## src/hw/aps_pkg.sv

```systemverilog
// Constants, types and register map of the sleep-state power sequencer.
`default_nettype none
package aps_pkg;
    // Clock rate in MHz.
    localparam int CLK_MHZ = 40;
    // Request deglitch window in ns, rounded up to whole cycles.
    localparam int DEGL_NS = 2000;
    localparam int DEGL_W  = 7;
    localparam logic [DEGL_W-1:0] DEGL_CYC = DEGL_W'((DEGL_NS * CLK_MHZ + 999) / 1000);
    // Sleep entry delay, inter-ramp pause and active-entry wait, in us.
    localparam int SLP_DLY_US = 200;
    localparam int SS_WAIT_US = 3000;
    localparam int ACT_WAIT_US = 25000;
    localparam int TMR_W = 20;
    // Register byte offsets on the APB.
    localparam logic [11:0] CTRL_ADDR = 12'h000;
    localparam logic [11:0] STAT_ADDR = 12'h004;
    // Control fields.
    localparam int CTRL_KEEP5_BIT = 0;
    localparam logic CTRL_KEEP5_RST = 1'h0;
    // Status field positions.
    localparam int ST_SEQ_LSB = 0;
    localparam int ST_ACPI_LSB = 4;
    localparam int ST_FAULT_BIT = 6;
    localparam int ST_DEVLAT_BIT = 7;
    localparam int ST_L15_BIT = 8;
    localparam int ST_L12_BIT = 9;
    localparam int ST_FORCED_BIT = 10;
    localparam int ST_TWARN_BIT = 11;
    // Index of each synchronised input.
    localparam int IN_SUS = 0;
    localparam int IN_OFF = 1;
    localparam int IN_BIAS = 2;
    localparam int IN_MAIN = 3;
    localparam int IN_UV33 = 4;
    localparam int IN_UV15 = 5;
    localparam int IN_UV12 = 6;
    localparam int IN_UV5 = 7;
    localparam int IN_SS1 = 8;
    localparam int IN_SS125 = 9;
    localparam int IN_SS245 = 10;
    localparam int IN_SS275 = 11;
    localparam int IN_SSLOW = 12;
    localparam int IN_TW = 13;
    localparam int IN_TS = 14;
    localparam int NIN = 15;
    // Requests idle high, as their pull-ups make them.
    localparam logic [NIN-1:0] SYNC_RST = 15'h0003;
    localparam logic [1:0] FILT_RST = 2'h3;
    // Sequencer states.
    typedef enum logic [3:0] {
        SQ_POR = 4'h0, SQ_FAST = 4'h1, SQ_RAMP1 = 4'h2, SQ_DIS1 = 4'h3,
        SQ_WAIT = 4'h4, SQ_RAMP2 = 4'h5, SQ_DIS2 = 4'h6, SQ_SLEEP = 4'h7,
        SQ_ACTW = 4'h8, SQ_ARAMP = 4'h9, SQ_ADIS = 4'ha, SQ_ACTIVE = 4'hb,
        SQ_OFF = 4'hc
    } aps_seq_e;
    // Power states requested by the chipset.
    typedef enum logic [1:0] {
        AC_ACT = 2'h0, AC_S3 = 2'h1, AC_S45 = 2'h2
    } aps_acpi_e;
endpackage
`default_nettype wire

```

## src/hw/aps_sequencer.sv

```systemverilog
// Sleep-state power sequencer with APB status and control registers.
//
// Behaviour
// Start soft-start after standby bias reset
// Block S3 to S4/S5 and reverse
// Decode state from two request inputs
// S4/S5 turns 5V dual off unless variant
// Deglitch both requests for about 2us
// 200us delay before entering sleep state
// Fast charge to 1V, then source
// First ramp top: standby monitors, 3ms pause
// Second ramp top: all monitors, hold
// Ident 1.2V output only when active
// Active wake waits 25ms after main good
// Wait end: ramp ident, release gate
// Active ramp top: discharge to 2.45V, hold
// Fault high on any output undervoltage
// External-pass undervoltage: flag only
// Internal-pass undervoltage: latch that regulator off
// Soft-start pulled low: fault low, clear latches; here the whole-device latch-off is kept
// Early standby undervoltage latches whole device off
// 140C flags fault; 155C latches all off
// Main input loss forces S4/S5 with fault
// Forced S4/S5 leaves on main, bias, SS
// Undriven requests read high
// Analog levels arrive as comparator bits
// Timers are counters cleared when cause ends
//
// Chosen here: the register offsets and the APB interface to the registers.
`default_nettype none
module aps_sequencer
    import aps_pkg::*;
#(
    parameter int SLP_DLY_CYC = SLP_DLY_US * CLK_MHZ,
    parameter int SS_WAIT_CYC = SS_WAIT_US * CLK_MHZ,
    parameter int ACT_WAIT_CYC = ACT_WAIT_US * CLK_MHZ
) (
    input  wire logic        pclk,
    input  wire logic        presetn,
    input  wire logic        psel,
    input  wire logic        penable,
    input  wire logic        pwrite,
    input  wire logic [11:0] paddr,
    input  wire logic [31:0] pwdata,
    output var  logic [31:0] prdata,
    output var  logic        pready,
    output var  logic        pslverr,
    input  wire logic        suspend_ram_req_n,
    input  wire logic        soft_off_req_n,
    input  wire logic        bias_above_por,
    input  wire logic        main_3v3_good,
    input  wire logic        uv_dual_3v3_output,
    input  wire logic        uv_standby_1v5_output,
    input  wire logic        uv_ident_1v2_output,
    input  wire logic        uv_dual_5v_output,
    input  wire logic        ss_above_1v0,
    input  wire logic        ss_above_1v25,
    input  wire logic        ss_above_2v45,
    input  wire logic        ss_above_2v75,
    input  wire logic        ss_below_0v8,
    input  wire logic        temp_warn_140c,
    input  wire logic        temp_shut_155c,
    output var  logic        ss_fast_charge,
    output var  logic        ss_source_en,
    output var  logic        ss_discharge,
    output var  logic        dual_3v3_output_reg_en,
    output var  logic        standby_1v5_output_en,
    output var  logic        ident_1v2_output_en,
    output var  logic        dual_5v_output_sleep_en,
    output var  logic        dual_switch_gate_release,
    output var  logic        uv_mon_standby_en,
    output var  logic        uv_mon_all_en,
    output var  logic        fault
);

    // Whole state of the block.
    typedef struct packed {
        logic [NIN-1:0]             s1;       // First synchroniser stage.
        logic [NIN-1:0]             s2;       // Second synchroniser stage.
        logic [1:0]                 filt;     // Deglitched requests.
        logic [1:0][DEGL_W-1:0]     fcnt;     // Deglitch counters.
        aps_seq_e                   seq;      // Sequencer state.
        aps_acpi_e                  acpi;     // Accepted power state.
        logic [TMR_W-1:0]           tmr;      // Sequencer timer.
        logic [TMR_W-1:0]           stmr;     // Sleep entry timer.
        logic                       forced;   // Forced S4/S5 after main loss.
        logic                       devlat;   // Whole device latched off.
        logic                       l15;      // Standby 1.5V latched off.
        logic                       l12;      // Ident 1.2V latched off.
        logic                       keep5;    // Variant keeps 5V dual in S4/S5.
        logic                       o_fast;   // Soft-start fast charge.
        logic                       o_src;    // Soft-start current source.
        logic                       o_dis;    // Soft-start discharge.
        logic                       o_reg33;  // 3.3V dual sleep regulator.
        logic                       o_sb15;   // Standby 1.5V regulator.
        logic                       o_id12;   // Ident 1.2V regulator.
        logic                       o_sw5;    // 5V dual sleep switch.
        logic                       o_gate;   // Dual switch gate release.
        logic                       o_monsb;  // Standby undervoltage monitors.
        logic                       o_monall; // All undervoltage monitors.
        logic                       o_fault;  // Fault flag.
        logic                       pready;   // APB ready.
        logic                       pslverr;  // APB error.
        logic [31:0]                prdata;   // APB read data.
    } aps_s;

    aps_s r;  // Registered state.
    aps_s n;  // Next state.

    // Next-state logic for the whole block.
    always_comb begin
        logic sus;
        logic off;
        logic act_path;
        logic uv_any;
        logic late;
        logic [31:0] rd;
        sus = 1'b0;
        off = 1'b0;
        act_path = 1'b0;
        uv_any = 1'b0;
        late = 1'b0;
        rd = 32'h0;
        n = r;
        // Every input from the analog side is synchronised first.
        n.s1 = {temp_shut_155c, temp_warn_140c, ss_below_0v8, ss_above_2v75,
                ss_above_2v45, ss_above_1v25, ss_above_1v0, uv_dual_5v_output,
                uv_ident_1v2_output, uv_standby_1v5_output, uv_dual_3v3_output,
                main_3v3_good, bias_above_por, soft_off_req_n,
                suspend_ram_req_n};
        n.s2 = r.s1;
        // A request only changes after holding steady for the full window.
        for (int i = 0; i < 2; i++) begin
            if (r.s2[i] == r.filt[i]) begin
                n.fcnt[i] = '0;
            end else if (r.fcnt[i] == DEGL_CYC - 1'b1) begin
                n.fcnt[i] = '0;
                n.filt[i] = r.s2[i];
            end else begin
                n.fcnt[i] = r.fcnt[i] + 1'b1;
            end
        end
        sus = r.filt[IN_SUS];
        off = r.filt[IN_OFF];
        act_path = (r.seq == SQ_ARAMP) || (r.seq == SQ_ADIS) || (r.seq == SQ_ACTIVE);
        // Power state decode.
        n.stmr = '0;
        if (r.seq == SQ_POR) begin
            // Initial state from the deglitched requests; both high means active wake.
            n.forced = 1'b0;
            if (sus && off) begin
                n.acpi = AC_ACT;
            end else if (!sus && off) begin
                n.acpi = AC_S3;
            end else if (!sus && !off) begin
                n.acpi = AC_S45;
            end else begin
                n.acpi = AC_S45;
            end
        end else if (r.forced) begin
            // Requests are ignored until the main input recovers, bias is lost or soft-start is pulled low.
            if (r.s2[IN_MAIN]) begin
                n.forced = 1'b0;
            end
        end else if (r.acpi == AC_ACT && act_path && !r.s2[IN_MAIN]) begin
            n.forced = 1'b1;
            n.acpi = AC_S45;
        end else begin
            case (r.acpi)
                AC_ACT: begin
                    // Suspend low runs the entry timer; soft-off picks the state.
                    if (!sus) begin
                        if (r.stmr == TMR_W'(SLP_DLY_CYC - 1)) begin
                            n.acpi = off ? AC_S3 : AC_S45;
                        end else begin
                            n.stmr = r.stmr + 1'b1;
                        end
                    end
                end
                AC_S3: begin
                    // Only a return to active is legal.
                    if (sus && off) begin
                        n.acpi = AC_ACT;
                    end
                end
                AC_S45: begin
                    if (sus && off) begin
                        n.acpi = AC_ACT;
                    end
                end
                default: begin
                    n.acpi = AC_S45;
                end
            endcase
        end
        // Soft-start sequencer.
        n.tmr = '0;
        if (!r.s2[IN_BIAS]) begin
            // Bias loss is the only thing that clears a device latch-off.
            n.seq = SQ_POR;
            n.devlat = 1'b0;
            n.l15 = 1'b0;
            n.l12 = 1'b0;
            n.forced = 1'b0;
            n.o_monsb = 1'b0;
            n.o_monall = 1'b0;
        end else if (r.devlat) begin
            n.seq = SQ_OFF;
        end else if (r.s2[IN_SSLOW]) begin
            // External pull-down shuts all off and restarts on release.
            n.seq = SQ_POR;
            n.l15 = 1'b0;
            n.l12 = 1'b0;
            n.forced = 1'b0;
            n.o_monsb = 1'b0;
            n.o_monall = 1'b0;
        end else begin
            case (r.seq)
                SQ_POR: begin
                    n.seq = SQ_FAST;
                end
                SQ_FAST: begin
                    if (r.s2[IN_SS1]) begin
                        n.seq = SQ_RAMP1;
                    end
                end
                SQ_RAMP1: begin
                    if (r.s2[IN_SS275]) begin
                        n.seq = SQ_DIS1;
                        n.o_monsb = 1'b1;
                    end
                end
                SQ_DIS1: begin
                    if (!r.s2[IN_SS125]) begin
                        n.seq = SQ_WAIT;
                    end
                end
                SQ_WAIT: begin
                    if (r.tmr == TMR_W'(SS_WAIT_CYC - 1)) begin
                        n.seq = SQ_RAMP2;
                    end else begin
                        n.tmr = r.tmr + 1'b1;
                    end
                end
                SQ_RAMP2: begin
                    if (r.s2[IN_SS275]) begin
                        n.seq = SQ_DIS2;
                        n.o_monall = 1'b1;
                    end
                end
                SQ_DIS2: begin
                    if (!r.s2[IN_SS125]) begin
                        n.seq = SQ_SLEEP;
                    end
                end
                SQ_SLEEP: begin
                    if (r.acpi == AC_ACT && !r.forced && r.s2[IN_MAIN]) begin
                        n.seq = SQ_ACTW;
                    end
                end
                SQ_ACTW: begin
                    // Any loss of the wake condition restarts the wait.
                    if (r.acpi != AC_ACT || !r.s2[IN_MAIN]) begin
                        n.seq = SQ_SLEEP;
                    end else if (r.tmr == TMR_W'(ACT_WAIT_CYC - 1)) begin
                        n.seq = SQ_ARAMP;
                    end else begin
                        n.tmr = r.tmr + 1'b1;
                    end
                end
                SQ_ARAMP: begin
                    if (r.acpi != AC_ACT) begin
                        n.seq = SQ_SLEEP;
                    end else if (r.s2[IN_SS275]) begin
                        n.seq = SQ_ADIS;
                    end
                end
                SQ_ADIS: begin
                    if (r.acpi != AC_ACT) begin
                        n.seq = SQ_SLEEP;
                    end else if (!r.s2[IN_SS245]) begin
                        n.seq = SQ_ACTIVE;
                    end
                end
                SQ_ACTIVE: begin
                    if (r.acpi != AC_ACT) begin
                        n.seq = SQ_SLEEP;
                    end
                end
                SQ_OFF: begin
                    n.seq = SQ_OFF;
                end
                default: begin
                    n.seq = SQ_POR;
                end
            endcase
        end
        // Latch-off sources; a set here wins over any clear above.
        if (r.s2[IN_BIAS] && r.s2[IN_TS]) begin
            n.devlat = 1'b1;
        end
        if (r.o_monsb && !r.o_monall && (r.s2[IN_UV33] || r.s2[IN_UV15])) begin
            n.devlat = 1'b1;
        end
        if (r.o_monall && r.o_sb15 && r.s2[IN_UV15]) begin
            n.l15 = 1'b1;
        end
        if (r.seq == SQ_ACTIVE && r.o_id12 && r.s2[IN_UV12]) begin
            n.l12 = 1'b1;
        end
        // Output drives, registered from the next state.
        late = (n.seq == SQ_RAMP2) || (n.seq == SQ_DIS2) || (n.seq == SQ_SLEEP)
            || (n.seq == SQ_ACTW);
        n.o_fast = (n.seq == SQ_FAST);
        n.o_src = (n.seq == SQ_FAST) || (n.seq == SQ_RAMP1) || (n.seq == SQ_RAMP2)
            || (n.seq == SQ_ARAMP);
        n.o_dis = ((n.seq == SQ_DIS1) || (n.seq == SQ_DIS2)) && r.s2[IN_SS125]
            || (n.seq == SQ_ADIS) && r.s2[IN_SS245];
        n.o_gate = (n.seq == SQ_ARAMP) || (n.seq == SQ_ADIS) || (n.seq == SQ_ACTIVE);
        n.o_reg33 = (n.seq != SQ_POR) && (n.seq != SQ_OFF) && !n.o_gate;
        n.o_sb15 = (n.seq != SQ_POR) && (n.seq != SQ_OFF) && !n.l15;
        n.o_id12 = n.o_gate && !n.l12;
        n.o_sw5 = late && ((n.acpi == AC_S3) || (n.acpi == AC_S45 && r.keep5));
        // Undervoltage on any watched output raises the flag; the latch-offs for it are set above.
        uv_any = r.o_monsb && (r.s2[IN_UV33] || r.s2[IN_UV15])
            || r.o_monall && r.s2[IN_UV5] && (r.o_sw5 || r.o_gate)
            || r.seq == SQ_ACTIVE && r.s2[IN_UV12];
        n.o_fault = !r.s2[IN_SSLOW] && (uv_any || n.devlat || n.forced
            || r.s2[IN_TW] || r.l15 || r.l12);
        if (r.s2[IN_SSLOW]) begin
            n.o_fault = 1'b0;
        end
        // APB slave: one wait state, unmapped addresses answer an error.
        rd[ST_SEQ_LSB +: 4] = r.seq;
        rd[ST_ACPI_LSB +: 2] = r.acpi;
        rd[ST_FAULT_BIT] = r.o_fault;
        rd[ST_DEVLAT_BIT] = r.devlat;
        rd[ST_L15_BIT] = r.l15;
        rd[ST_L12_BIT] = r.l12;
        rd[ST_FORCED_BIT] = r.forced;
        rd[ST_TWARN_BIT] = r.s2[IN_TW];
        n.pready = 1'b0;
        n.pslverr = 1'b0;
        if (psel && penable && !r.pready) begin
            n.pready = 1'b1;
            n.prdata = 32'h0;
            if (paddr == CTRL_ADDR) begin
                n.prdata[CTRL_KEEP5_BIT] = r.keep5;
                if (pwrite) begin
                    n.keep5 = pwdata[CTRL_KEEP5_BIT];
                end
            end else if (paddr == STAT_ADDR) begin
                n.prdata = pwrite ? 32'h0 : rd;
            end else begin
                n.pslverr = 1'b1;
            end
        end
    end

    // State register.
    always_ff @(posedge pclk or negedge presetn) begin
        if (!presetn) begin
            r <= '0;
            r.s1 <= SYNC_RST;
            r.s2 <= SYNC_RST;
            r.filt <= FILT_RST;
            r.seq <= SQ_POR;
            r.acpi <= AC_ACT;
            r.keep5 <= CTRL_KEEP5_RST;
        end else begin
            r <= n;
        end
    end

    // Ports straight from the state register.
    assign prdata = r.prdata;
    assign pready = r.pready;
    assign pslverr = r.pslverr;
    assign ss_fast_charge = r.o_fast;
    assign ss_source_en = r.o_src;
    assign ss_discharge = r.o_dis;
    assign dual_3v3_output_reg_en = r.o_reg33;
    assign standby_1v5_output_en = r.o_sb15;
    assign ident_1v2_output_en = r.o_id12;
    assign dual_5v_output_sleep_en = r.o_sw5;
    assign dual_switch_gate_release = r.o_gate;
    assign uv_mon_standby_en = r.o_monsb;
    assign uv_mon_all_en = r.o_monall;
    assign fault = r.o_fault;
endmodule
`default_nettype wire

```

## config.mk

```make
export PLATFORM = sky130hd
export DESIGN_NAME = aps_sequencer
export DESIGN_NICKNAME = d
export VERILOG_FILES = /design/src/hw/aps_pkg.sv /design/src/hw/aps_sequencer.sv
export SDC_FILE = /design/constraint.sdc
export NUM_CORES = 1
export LEC_CHECK = 0
export BUFFER_PORTS_ARGS = -buffer_cell sky130_fd_sc_hd__buf_2
export CAP_MARGIN = 30
export CORE_ASPECT_RATIO = 1.5
export CORE_UTILIZATION = 30
export CTS_CLUSTER_DIAMETER = 80
export CTS_CLUSTER_SIZE = 8
export DETAILED_ROUTE_END_ITERATION = 7
export GPL_TIMING_DRIVEN = 0
export SYNTH_ARGS = -nofsm -noshare
export SYNTH_HDL_FRONTEND = slang
export SYNTH_SLANG_ARGS = --single-unit
```

## constraint.sdc

```tcl
create_clock -name pclk -period 2.7 [get_ports pclk]
set_clock_uncertainty 0.15 [all_clocks]
set_input_delay 0.405 -clock pclk [delete_from_list [all_inputs] [get_ports pclk]]
set_output_delay 0.405 -clock pclk [all_outputs]
set_load 0.03 [all_outputs]
```

# After elaboration in Yosys (flattened, before gate mapping)
# Index checks and enable logic that the tools add are counted.
[word_totals]
ff_bits = 142
word_cells = 218
ram_bits = 0
n_memories = 0
mem_bits_ro = 0
inputBits = 64
latch_bits = 0
[op_classes]
reduce_logical = 71
n_mul = 0
magnitude_cmp = 0
n_div = 0
n_addsub = 4
eq_ne = 39
shift = 0
n_mux = 73
bitwise_logic = 2
[ops]
columns = ["operator", "n"]
rows = [
  ["two-way mux 20 bit", 12],
  ["two-way mux 4 bit", 17],
  ["one-hot mux 4 bit (13 select lines)", 1],
  ["adder 20 x 1 -> 20 bit (second input constant)", 2],
  ["one-hot mux 20 bit (2 select lines)", 1],
  ["equality test 4 bit (second input constant)", 9],
  ["two-way mux 34 bit", 1],
  ["two-way mux 32 bit", 1],
  ["two-way mux 2 bit", 15],
  ["equality test 4 x 3 -> 1 bit (second input constant)", 7],
  ["logical AND 1 bit", 28],
  ["two-way mux 7 bit", 4],
  ["two-way mux 12 bit", 2],
  ["logical OR 1 bit", 23],
  ["equality test 20 x 13 -> 1 bit (second input constant)", 1],
  ["equality test 20 x 17 -> 1 bit (second input constant)", 1],
  ["equality test 20 bit (second input constant)", 1],
  ["two-way mux 1 bit", 18],
  ["equality test 4 x 2 -> 1 bit (second input constant)", 4],
  ["adder 7 x 1 -> 7 bit (second input constant)", 2],
  ["equality test 7 bit (second input constant)", 2],
  ["equality test 12 x 3 -> 1 bit (second input constant)", 1],
  ["logical NOT 12 bit", 1],
  ["logical NOT 1 bit", 9],
  ["16 further kinds", 26],
]

# Depth between registers and ports, before layout
# Gate-level depths: netlist of the first run.
[depth]
depth_word = 17
mapped_depth = 9
ltp_nobuf = 8

# Least setup slack after synthesis of the first run
# Ideal clock, no wire load.
[synth_timing]
path_type = "register to register"
startpoint = "register r[90] (netlist bit)"
endpoint = "register r, in the netlist dual_5v_output_sleep_en"
path_buffers = 1
setup_time_ps = 82
setup_slack_ps = 441
arrival_time_ps = 2027
required_time_ps = 2468
path_stages_with_launch = 10
cell_sequence = "dfrtp_1 -> inv_1 -> ha_1 -> clkbuf_8 -> nand4b_1 -> o2111ai_2 -> o2111ai_1 -> a311o_1 -> or3_1 -> a22oi_2"
[synth_rtl]
columns = ["item", "line", "text"]
rows = [
  ["start, declared", "aps_sequencer.sv:107", "aps_s r;"],
  ["start signal, assigned", "aps_sequencer.sv:371", "r <= n;"],
]

==> results of run 1 <==
[worst max path at each step]
stage | start | end | cells after the start
floorplan | r[90] | dual_5v_output_sleep_en | 9
global route | r[92] | dual_5v_output_sleep_en | 7
CTS | r[90] | dual_5v_output_sleep_en | 9
global placement | presetn | prdata[11] | 1
detailed placement | r[90] | dual_5v_output_sleep_en | 9
finish | r[90] | dual_5v_output_sleep_en | 9
[through the flow]
step | setup TNS (ns) | setup slack [ns] | cells | power [mW]
3_3_place_gp | -56.35 | -0.5011 | 880 | 2.237
5_1_grt | 0 | 0.001134 | 929 | 4.886
3_5_place_dp | -0.01693 | -0.01693 | 881 | 2.244
4_1_cts | 0 | 0.06047 | 929 | 4.768
6_report | 0 | 0.09013 | 929 | 4.715
2_1_floorplan | 0 | 0.4410 | 571 | 2.123
[layout make-up]
| class | count | area, µm² |
|---|---|---|
| fill | 1822 | 11410 |
| sequential | 122 | 3060 |
| multi-input combinational | 380 | 2365 |
| timing repair buffer | 74 | 479.2 |
| clock buffer | 18 | 429.2 |
| buffer | 49 | 342.8 |
| tap | 252 | 315.3 |
| clock inverter | 14 | 221.5 |
| inverter | 20 | 75.07 |
[layout by cell type (no fill, tap or decap), types with 3 or more instances in the layout]
master,netlist,routed
a21oi_1,6,6
nand2b_1,6,6
o21ai_0,14,14
a31oi_1,5,5
nand2_1,37,37
and2_1,4,4
a41oi_1,3,3
nor4_1,10,10
clkinv_4,0,4
or2_2,3,3
buf_2,9,65
a22o_1,11,11
and3_1,13,13
dfstp_2,6,6
buf_4,32,32
nand4_1,8,8
nand3b_1,3,3
nand3_1,20,20
conb_1,1,20
mux2_2,3,3
inv_1,20,20
dfrtp_1,116,116
clkinvlp_4,0,3
nor2b_1,5,5
clkbuf_1,5,6
a311oi_1,3,3
nor3b_1,5,5
a21boi_0,3,3
nor2_1,79,79
nor3_1,9,9
xnor2_1,21,21
clkbuf_16,0,17
or3_1,3,3
o211ai_1,3,3
or4_1,3,3
bufinv_16,0,5
nand4b_1,3,3
xor2_1,26,26
dlygate4sd3_1,0,16
ha_1,6,6
[cells by family after synthesis]
group	Yosys count	synth area share
AO/OA/AOI/OAI	75	0.1005
AND/OR/NAND/NOR	228	0.2032
multiplexers	4	0.007598
adder cells (fa/ha/maj)	6	0.01303
XOR/XNOR	47	0.07143
other	1	0.0006507
buffers and inverters	69	0.07251
flip-flops	122	0.5310
[sequential cells by signal (all words and copies together) (netlist names)]
name,count
dual_5v_output_sleep_en,1
n,15
prdata,12
ss_source_en,1
ss_discharge,1
uv_mon_standby_en,1
pslverr,1
pready,1
standby_1v5_output_en,1
uv_mon_all_en,1
dual_switch_gate_release,1
ident_1v2_output_en,1
dual_3v3_output_reg_en,1
fault,1
r,82
ss_fast_charge,1
[per-layer routing]
layer / GRT usage / vias up
met1: 0.1473 / 2006
met5: 0 / -
met3: 0.03066 / 19
met4: 0.06381 / 0
li1: - / 2094
met2: 0.2342 / 114
[cells in the mapped netlist (all sizes together) (7+ instances only)]
cell / n
dfrtp: 116
nand3: 20
a22o: 12
nor3: 9
and3: 15
buf: 42
xor2: 26
nand4: 8
inv: 20
clkbuf: 7
nor4: 10
nand2: 37
xnor2: 21
nor2: 79
nand2b: 7
o21ai: 16
[timing repair]
item / CTS / global route
endpoints found under the hold margin: 56 / 0
cloned: 0 / 0
setup endpoints to repair: 1 / 3
hold buffers: 16 / 0
resized for setup: 1 / 2
[worst register-to-register path, stage by stage, from the launching register on]
cell and delay [ns]:
dfrtp_1 0.44, inv_1 0.11, ha_1 0.23, clkbuf_8 0.19, nand4b_1 0.14, o2111ai_2 0.11, o2111ai_1 0.13, a311o_2 0.46
or3_1 0.39, a22oi_2 0.18
[power by group through the flow]
stage               Clock [mW]  Combinational, mW  Sequential, mW
floorplan                    0              0.180            1.94
global placement             0              0.301            1.94
detailed placement           0              0.307            1.94
CTS                       2.54              0.327            1.91
global route              2.61              0.364            1.91
finish                    2.48              0.327            1.90
==> run summary, run 1 <==
Synth Cell Area: 5763 µm²
Main synth FF type: dfrtp_1
P_sw: 1.077 mW
FF-to-FF Start: r[90]
CP max-delay cell: a311o_2
Area contributors post-synth: dfrtp_1 (50%), nor2_1 (5.1%), buf_4 (4.2%)
Reg power frac: 0.404
Unrepaired setup endpoints after global routing: false
Pwr dens: 647.0 nW/µm²
Antenna violations before repair: 0
Clk_lat worst skew: 0.41 ns
Final setup fails: 0
Routed met3 length: 486 µm
Mapped Cells: 552
Worst Tran Pin Value: 0.7605 ns
Global-route wire length before repair: 20150 µm
CTS Root Cell: clkbuf_16
Area share of the largest cell type after synthesis: 0.5037
CTS clk-pin slew, worst paths: 0.06 ns
Die Wd: 115.2 µm
First-pass iteration count of the detailed router: 4
Sequential element share of the synthesized area: 0.5310
Top sig layer: met4
Clock power frac: 0.527
Post-DP HPWL: 8412 µm
Final nets: 734
Starting Density: 0.3082
Tcrit/Tclk final: 0.9666
R2R depth: 9
Synth unique cells: 72
IO buf count: 57
CP top delay family: compound AO/OA/AOI/OAI gates
IO Count: 109
Slew margin rel.: 0.4876
Die footprint: 19780 µm²
RD Place Congestion: 0.8222
Synth async-reset ratio: 1.000
Slowest stage delay, CP: 0.46 ns
H-tree depth: 4
Hold path start: pwdata[0]
Fin crit period: 2.610 ns
Worst-path cell chain: inv_1, ha_1, clkbuf_8, nand4b_1, o2111ai_2, o2111ai_1, a311o_2, or3_1, a22oi_2
Worst R2R End: dual_5v_output_sleep_en
CTS tree: done
Antenna diodes: 0
Grt ovf: 0
Logic pwr share: 0.069
Area growth syn-to-layout: 26.47%
CTS Sinks: 122
Worst setup SP type: register
CTS Buf Count: 17
Worst EP arrival: 2.79 ns
R2R setup slack: 0.09 ns
Post-DP Area: 6469 µm²
Via density: 4.557
Hold WC Path Type: in2reg
Int Power: 3.639 mW
Kind of end point of the critical path: register
Post-CTS setup buffer count: 0
Syn_area_per_cell: 10.44 µm²
Routed wire length on met2: 6228 µm
Drt wl/cell: 12.88 µm
Via count: 4233
Register bit total from synthesis: 122
WL met1: 4972 µm
Required time of the worst setup path: 2.88 ns
Fraction of layout cells with a size suffix above 1: 0.2363
Worst Path Max Fanout: 10
Worst Hold End: r[45]
Leakage: 3.332 nW
# rows: 61
Vias in the first global route: 4200
Post-Route WL: 11970 µm
Worst Path Class, Setup: reg2reg
Hold path depth: 2
Final number of hold-violating endpoints: 0
Worst Path Buf+Inv: 2
Die Ht: 171.8 µm
Final core occ: 0.3898
Routed Antenna Nets: 0
Largest net degree at the start of global routing: 76
Fmax: 0.3832 GHz
Clk buf depth: 2
Core area: 18700 µm²
Switching share of power: 0.2283
Synth area leader: dfrtp_1
Number of max-cap violations: 0
Final instance area: 7288 µm²
DRC Markers: 0
Ys Warns: 0
Status: finished, final reports clean
Total GRT Usage: 0.1320
Iteration-0 DRC Markers: 165
Max-slew violations: 0
Worst IR Drop VDD: 0.4034 mV
Worst Hold Slack: 0.08178 ns
Post-synth EDFFs: 0
Power figures use the tool's default switching activity.
==> inputs of run 2 (changes only) <==
CORE_UTILIZATION = 56   (was 30)
PLACE_DENSITY = 0.8   (was default)
TNS_END_PERCENT = 20   (was default)
==> run 2 against run 1 <==
  * The run now ends with DRC left
  * Routed wire length decreased by 2.4%
  * First-iteration DRC count up 110%
  * Cell area fell by 2.9%
  * Non-clock buffer count stayed put
  * Total power is 3.8% lower
  * Largest power group unchanged
==> run summary, run 2 (synthesis results as in run 1) <==
Worst setup SP type: register
DRC Markers: 8 (+8)
Slew margin rel.: 0.4272 (-0.06044)
CTS tree: done
Hold path depth: 2 (unchanged)
Die Ht: 126.2 µm (-26%)
CP max-delay cell: a311o_2
Worst-path cell chain: inv_1, ha_1, and3b_1, o21ai_0, o2111ai_1, a311o_2, or3_1, a22oi_2
H-tree depth: 4 (unchanged)
DP Cell Count: 746 (-15%)
Iteration-0 DRC Markers: 352 (+110%)
Area growth syn-to-layout: 22.77%
Drt wl/cell: 14.71 µm (+14%)
First-pass iteration count of the detailed router: 7 (+3)
Fmax: 0.3763 GHz (-1.8%)
Total GRT Usage: 0.2366 (+0.1046)
Via density: 5.481 (+20%)
Antenna diodes: 0 (unchanged)
CTS clk-pin slew, worst paths: 0.06 ns (about the same)
Final number of hold-violating endpoints: 0 (unchanged)
CP Depth: 8 (-1)
Worst IR Drop VDD: 0.8169 mV (+100%)
Post-DP Area: 6300 µm² (-2.6%)
Max-slew violations: 0 (unchanged)
Worst Path Class, Setup: reg2reg
Pwr dens: 641.0 nW/µm² (-0.93%)
IO buf count: 57 (unchanged)
Kind of end point of the critical path: register
Required time of the worst setup path: 2.88 ns (about the same)
Slowest stage delay, CP: 0.46 ns (about the same)
DP Worst Slack: 0.06770 ns (+0.08462 ns)
# rows: 45 (-26%)
Clk_lat worst skew: 0.41 ns (about the same)
Via count: 4352 (+2.8%)
Leakage: 3.319 nW (-0.40%)
Post-Route WL: 11680 µm (-2.4%)
IO Count: 109 (unchanged)
Final nets: 734 (unchanged)
R2R depth: 8 (-1)
Final Worst Setup Slack: 0.04275 ns (-0.04739 ns)
Core area: 10080 µm² (-46%)
Worst Path Max Fanout: 8 (-2)
Routed Antenna Nets: 0 (unchanged)
Fraction of layout cells with a size suffix above 1: 0.2349 (-0.001477)
Final instance area: 7076 µm² (-2.9%)
Most common cell after layout, fill and taps aside: dfrtp_1
Number of flip-flops under the largest register name: 82 (unchanged)
CP top delay family: compound AO/OA/AOI/OAI gates
Hold WC Path Type: in2reg
Status: finished with violations
Most flop-heavy register: r
Unrepaired setup endpoints after global routing: false
Number of max-cap violations: 0 (unchanged)
Final setup fails: 0 (unchanged)
Die footprint: 10710 µm² (-46%)
Most frequent cells in the layout: dfrtp_1 (116), nor2_1 (79), buf_2 (65), nand2_1 (37), buf_4 (32)
Setup_tns: 0 ns (unchanged)
Largest net degree at the start of global routing: 68 (-11%)
Vias in the first global route: 4341 (+3.4%)
Die Wd: 84.83 µm (-26%)
Antenna violations before repair: 0 (unchanged)
Starting Density: 0.5718 (+0.2636)
Tcrit/Tclk final: 0.9842 (+0.01755)
CTS Buf Count: 17 (unchanged)
Clk buf depth: 2 (unchanged)
Failing checks: DRC
Post-DP HPWL: 7872 µm (-6.4%)
RD Place Congestion: 0.8964 (+9.0%)
Fin crit period: 2.657 ns (+0.04739 ns)
Global-route wire length before repair: 19900 µm (-1.3%)
CTS Root Cell: clkbuf_16
Worst Tran Pin Value: 0.8502 ns (+0.08971 ns)
Layout Cells excl Fill: 794 (-15%)
Worst Path Buf+Inv: 1 (-1)
Worst EP arrival: 2.83 ns (+0.04 ns)
Grt ovf: 0 (unchanged)
CTS Sinks: 122 (unchanged)
run 2: changes by cell type in the layout (fill, tap and decap cells not counted):
cell | previous run | this run
o21ai_1 | 0 | 1
bufinv_16 | 5 | 3
a21boi_0 | 3 | 2
clkinv_2 | 1 | 2
o21ai_2 | 2 | 1
clkinvlp_4 | 3 | 2
clkbuf_8 | 2 | 3
a21boi_1 | 0 | 1
inv_6 | 1 | 2
run 2: layer usage:
metal  wire [µm]  global-route usage
met1        4697              0.2838
met2        6024              0.3955
met3         553             0.05767
met4         404              0.1206
met5           0                   0
run 2: stage by stage:
step | utilization | hold slack [ns] | power, mW
after CTS | 0.7016 | 0.08619 | 4.565
after global placement | 0.6217 | 0.1832 | 2.226
after global routing | 0.7020 | 0.09265 | 4.690
final | 0.7020 | 0.09516 | 4.535
after floorplan | - | -0.04059 | 2.123
after detailed placement | 0.6251 | 0.1847 | 2.239
run 2: final cells by class:
type,count,area [µm²]
Buffer,49,342.8
Clock buffer,19,442.9
Clock inverter,13,167.7
Fill cell,700,3003
Inverter,20,75.07
Multi-Input combinational cell,380,2361
Sequential cell,122,3060
Tap cell,117,146.4
Timing Repair Buffer,74,479.2
run 2: report_power, final:
part,switching (mW),internal (mW)
Sequential,0.0294,1.88
Combinational,0.207,0.121
Clock,0.820,1.48
Total,1.06,3.48
run 2: path summary, 6_finish.rpt:
check | slack (ns) | endpoint | startpoint
min reg2reg | 0.19 | r[116] | n[116]
max in group asynchronous | 1.33 | r[73] | presetn
max | 0.04 | dual_5v_output_sleep_en | r[90]
min | 0.1 | r[45] | pwdata[0]
max reg2reg | 0.04 | dual_5v_output_sleep_en | r[90]
min in group asynchronous | 0.38 | prdata[8] | presetn
run 2: repair_timing:
item	4_1_cts	5_1_grt
gates resized for setup	0	3
setup endpoints to repair	0	2
hold endpoints to repair	64	0
buffers inserted	0	0
hold buffers	16	0
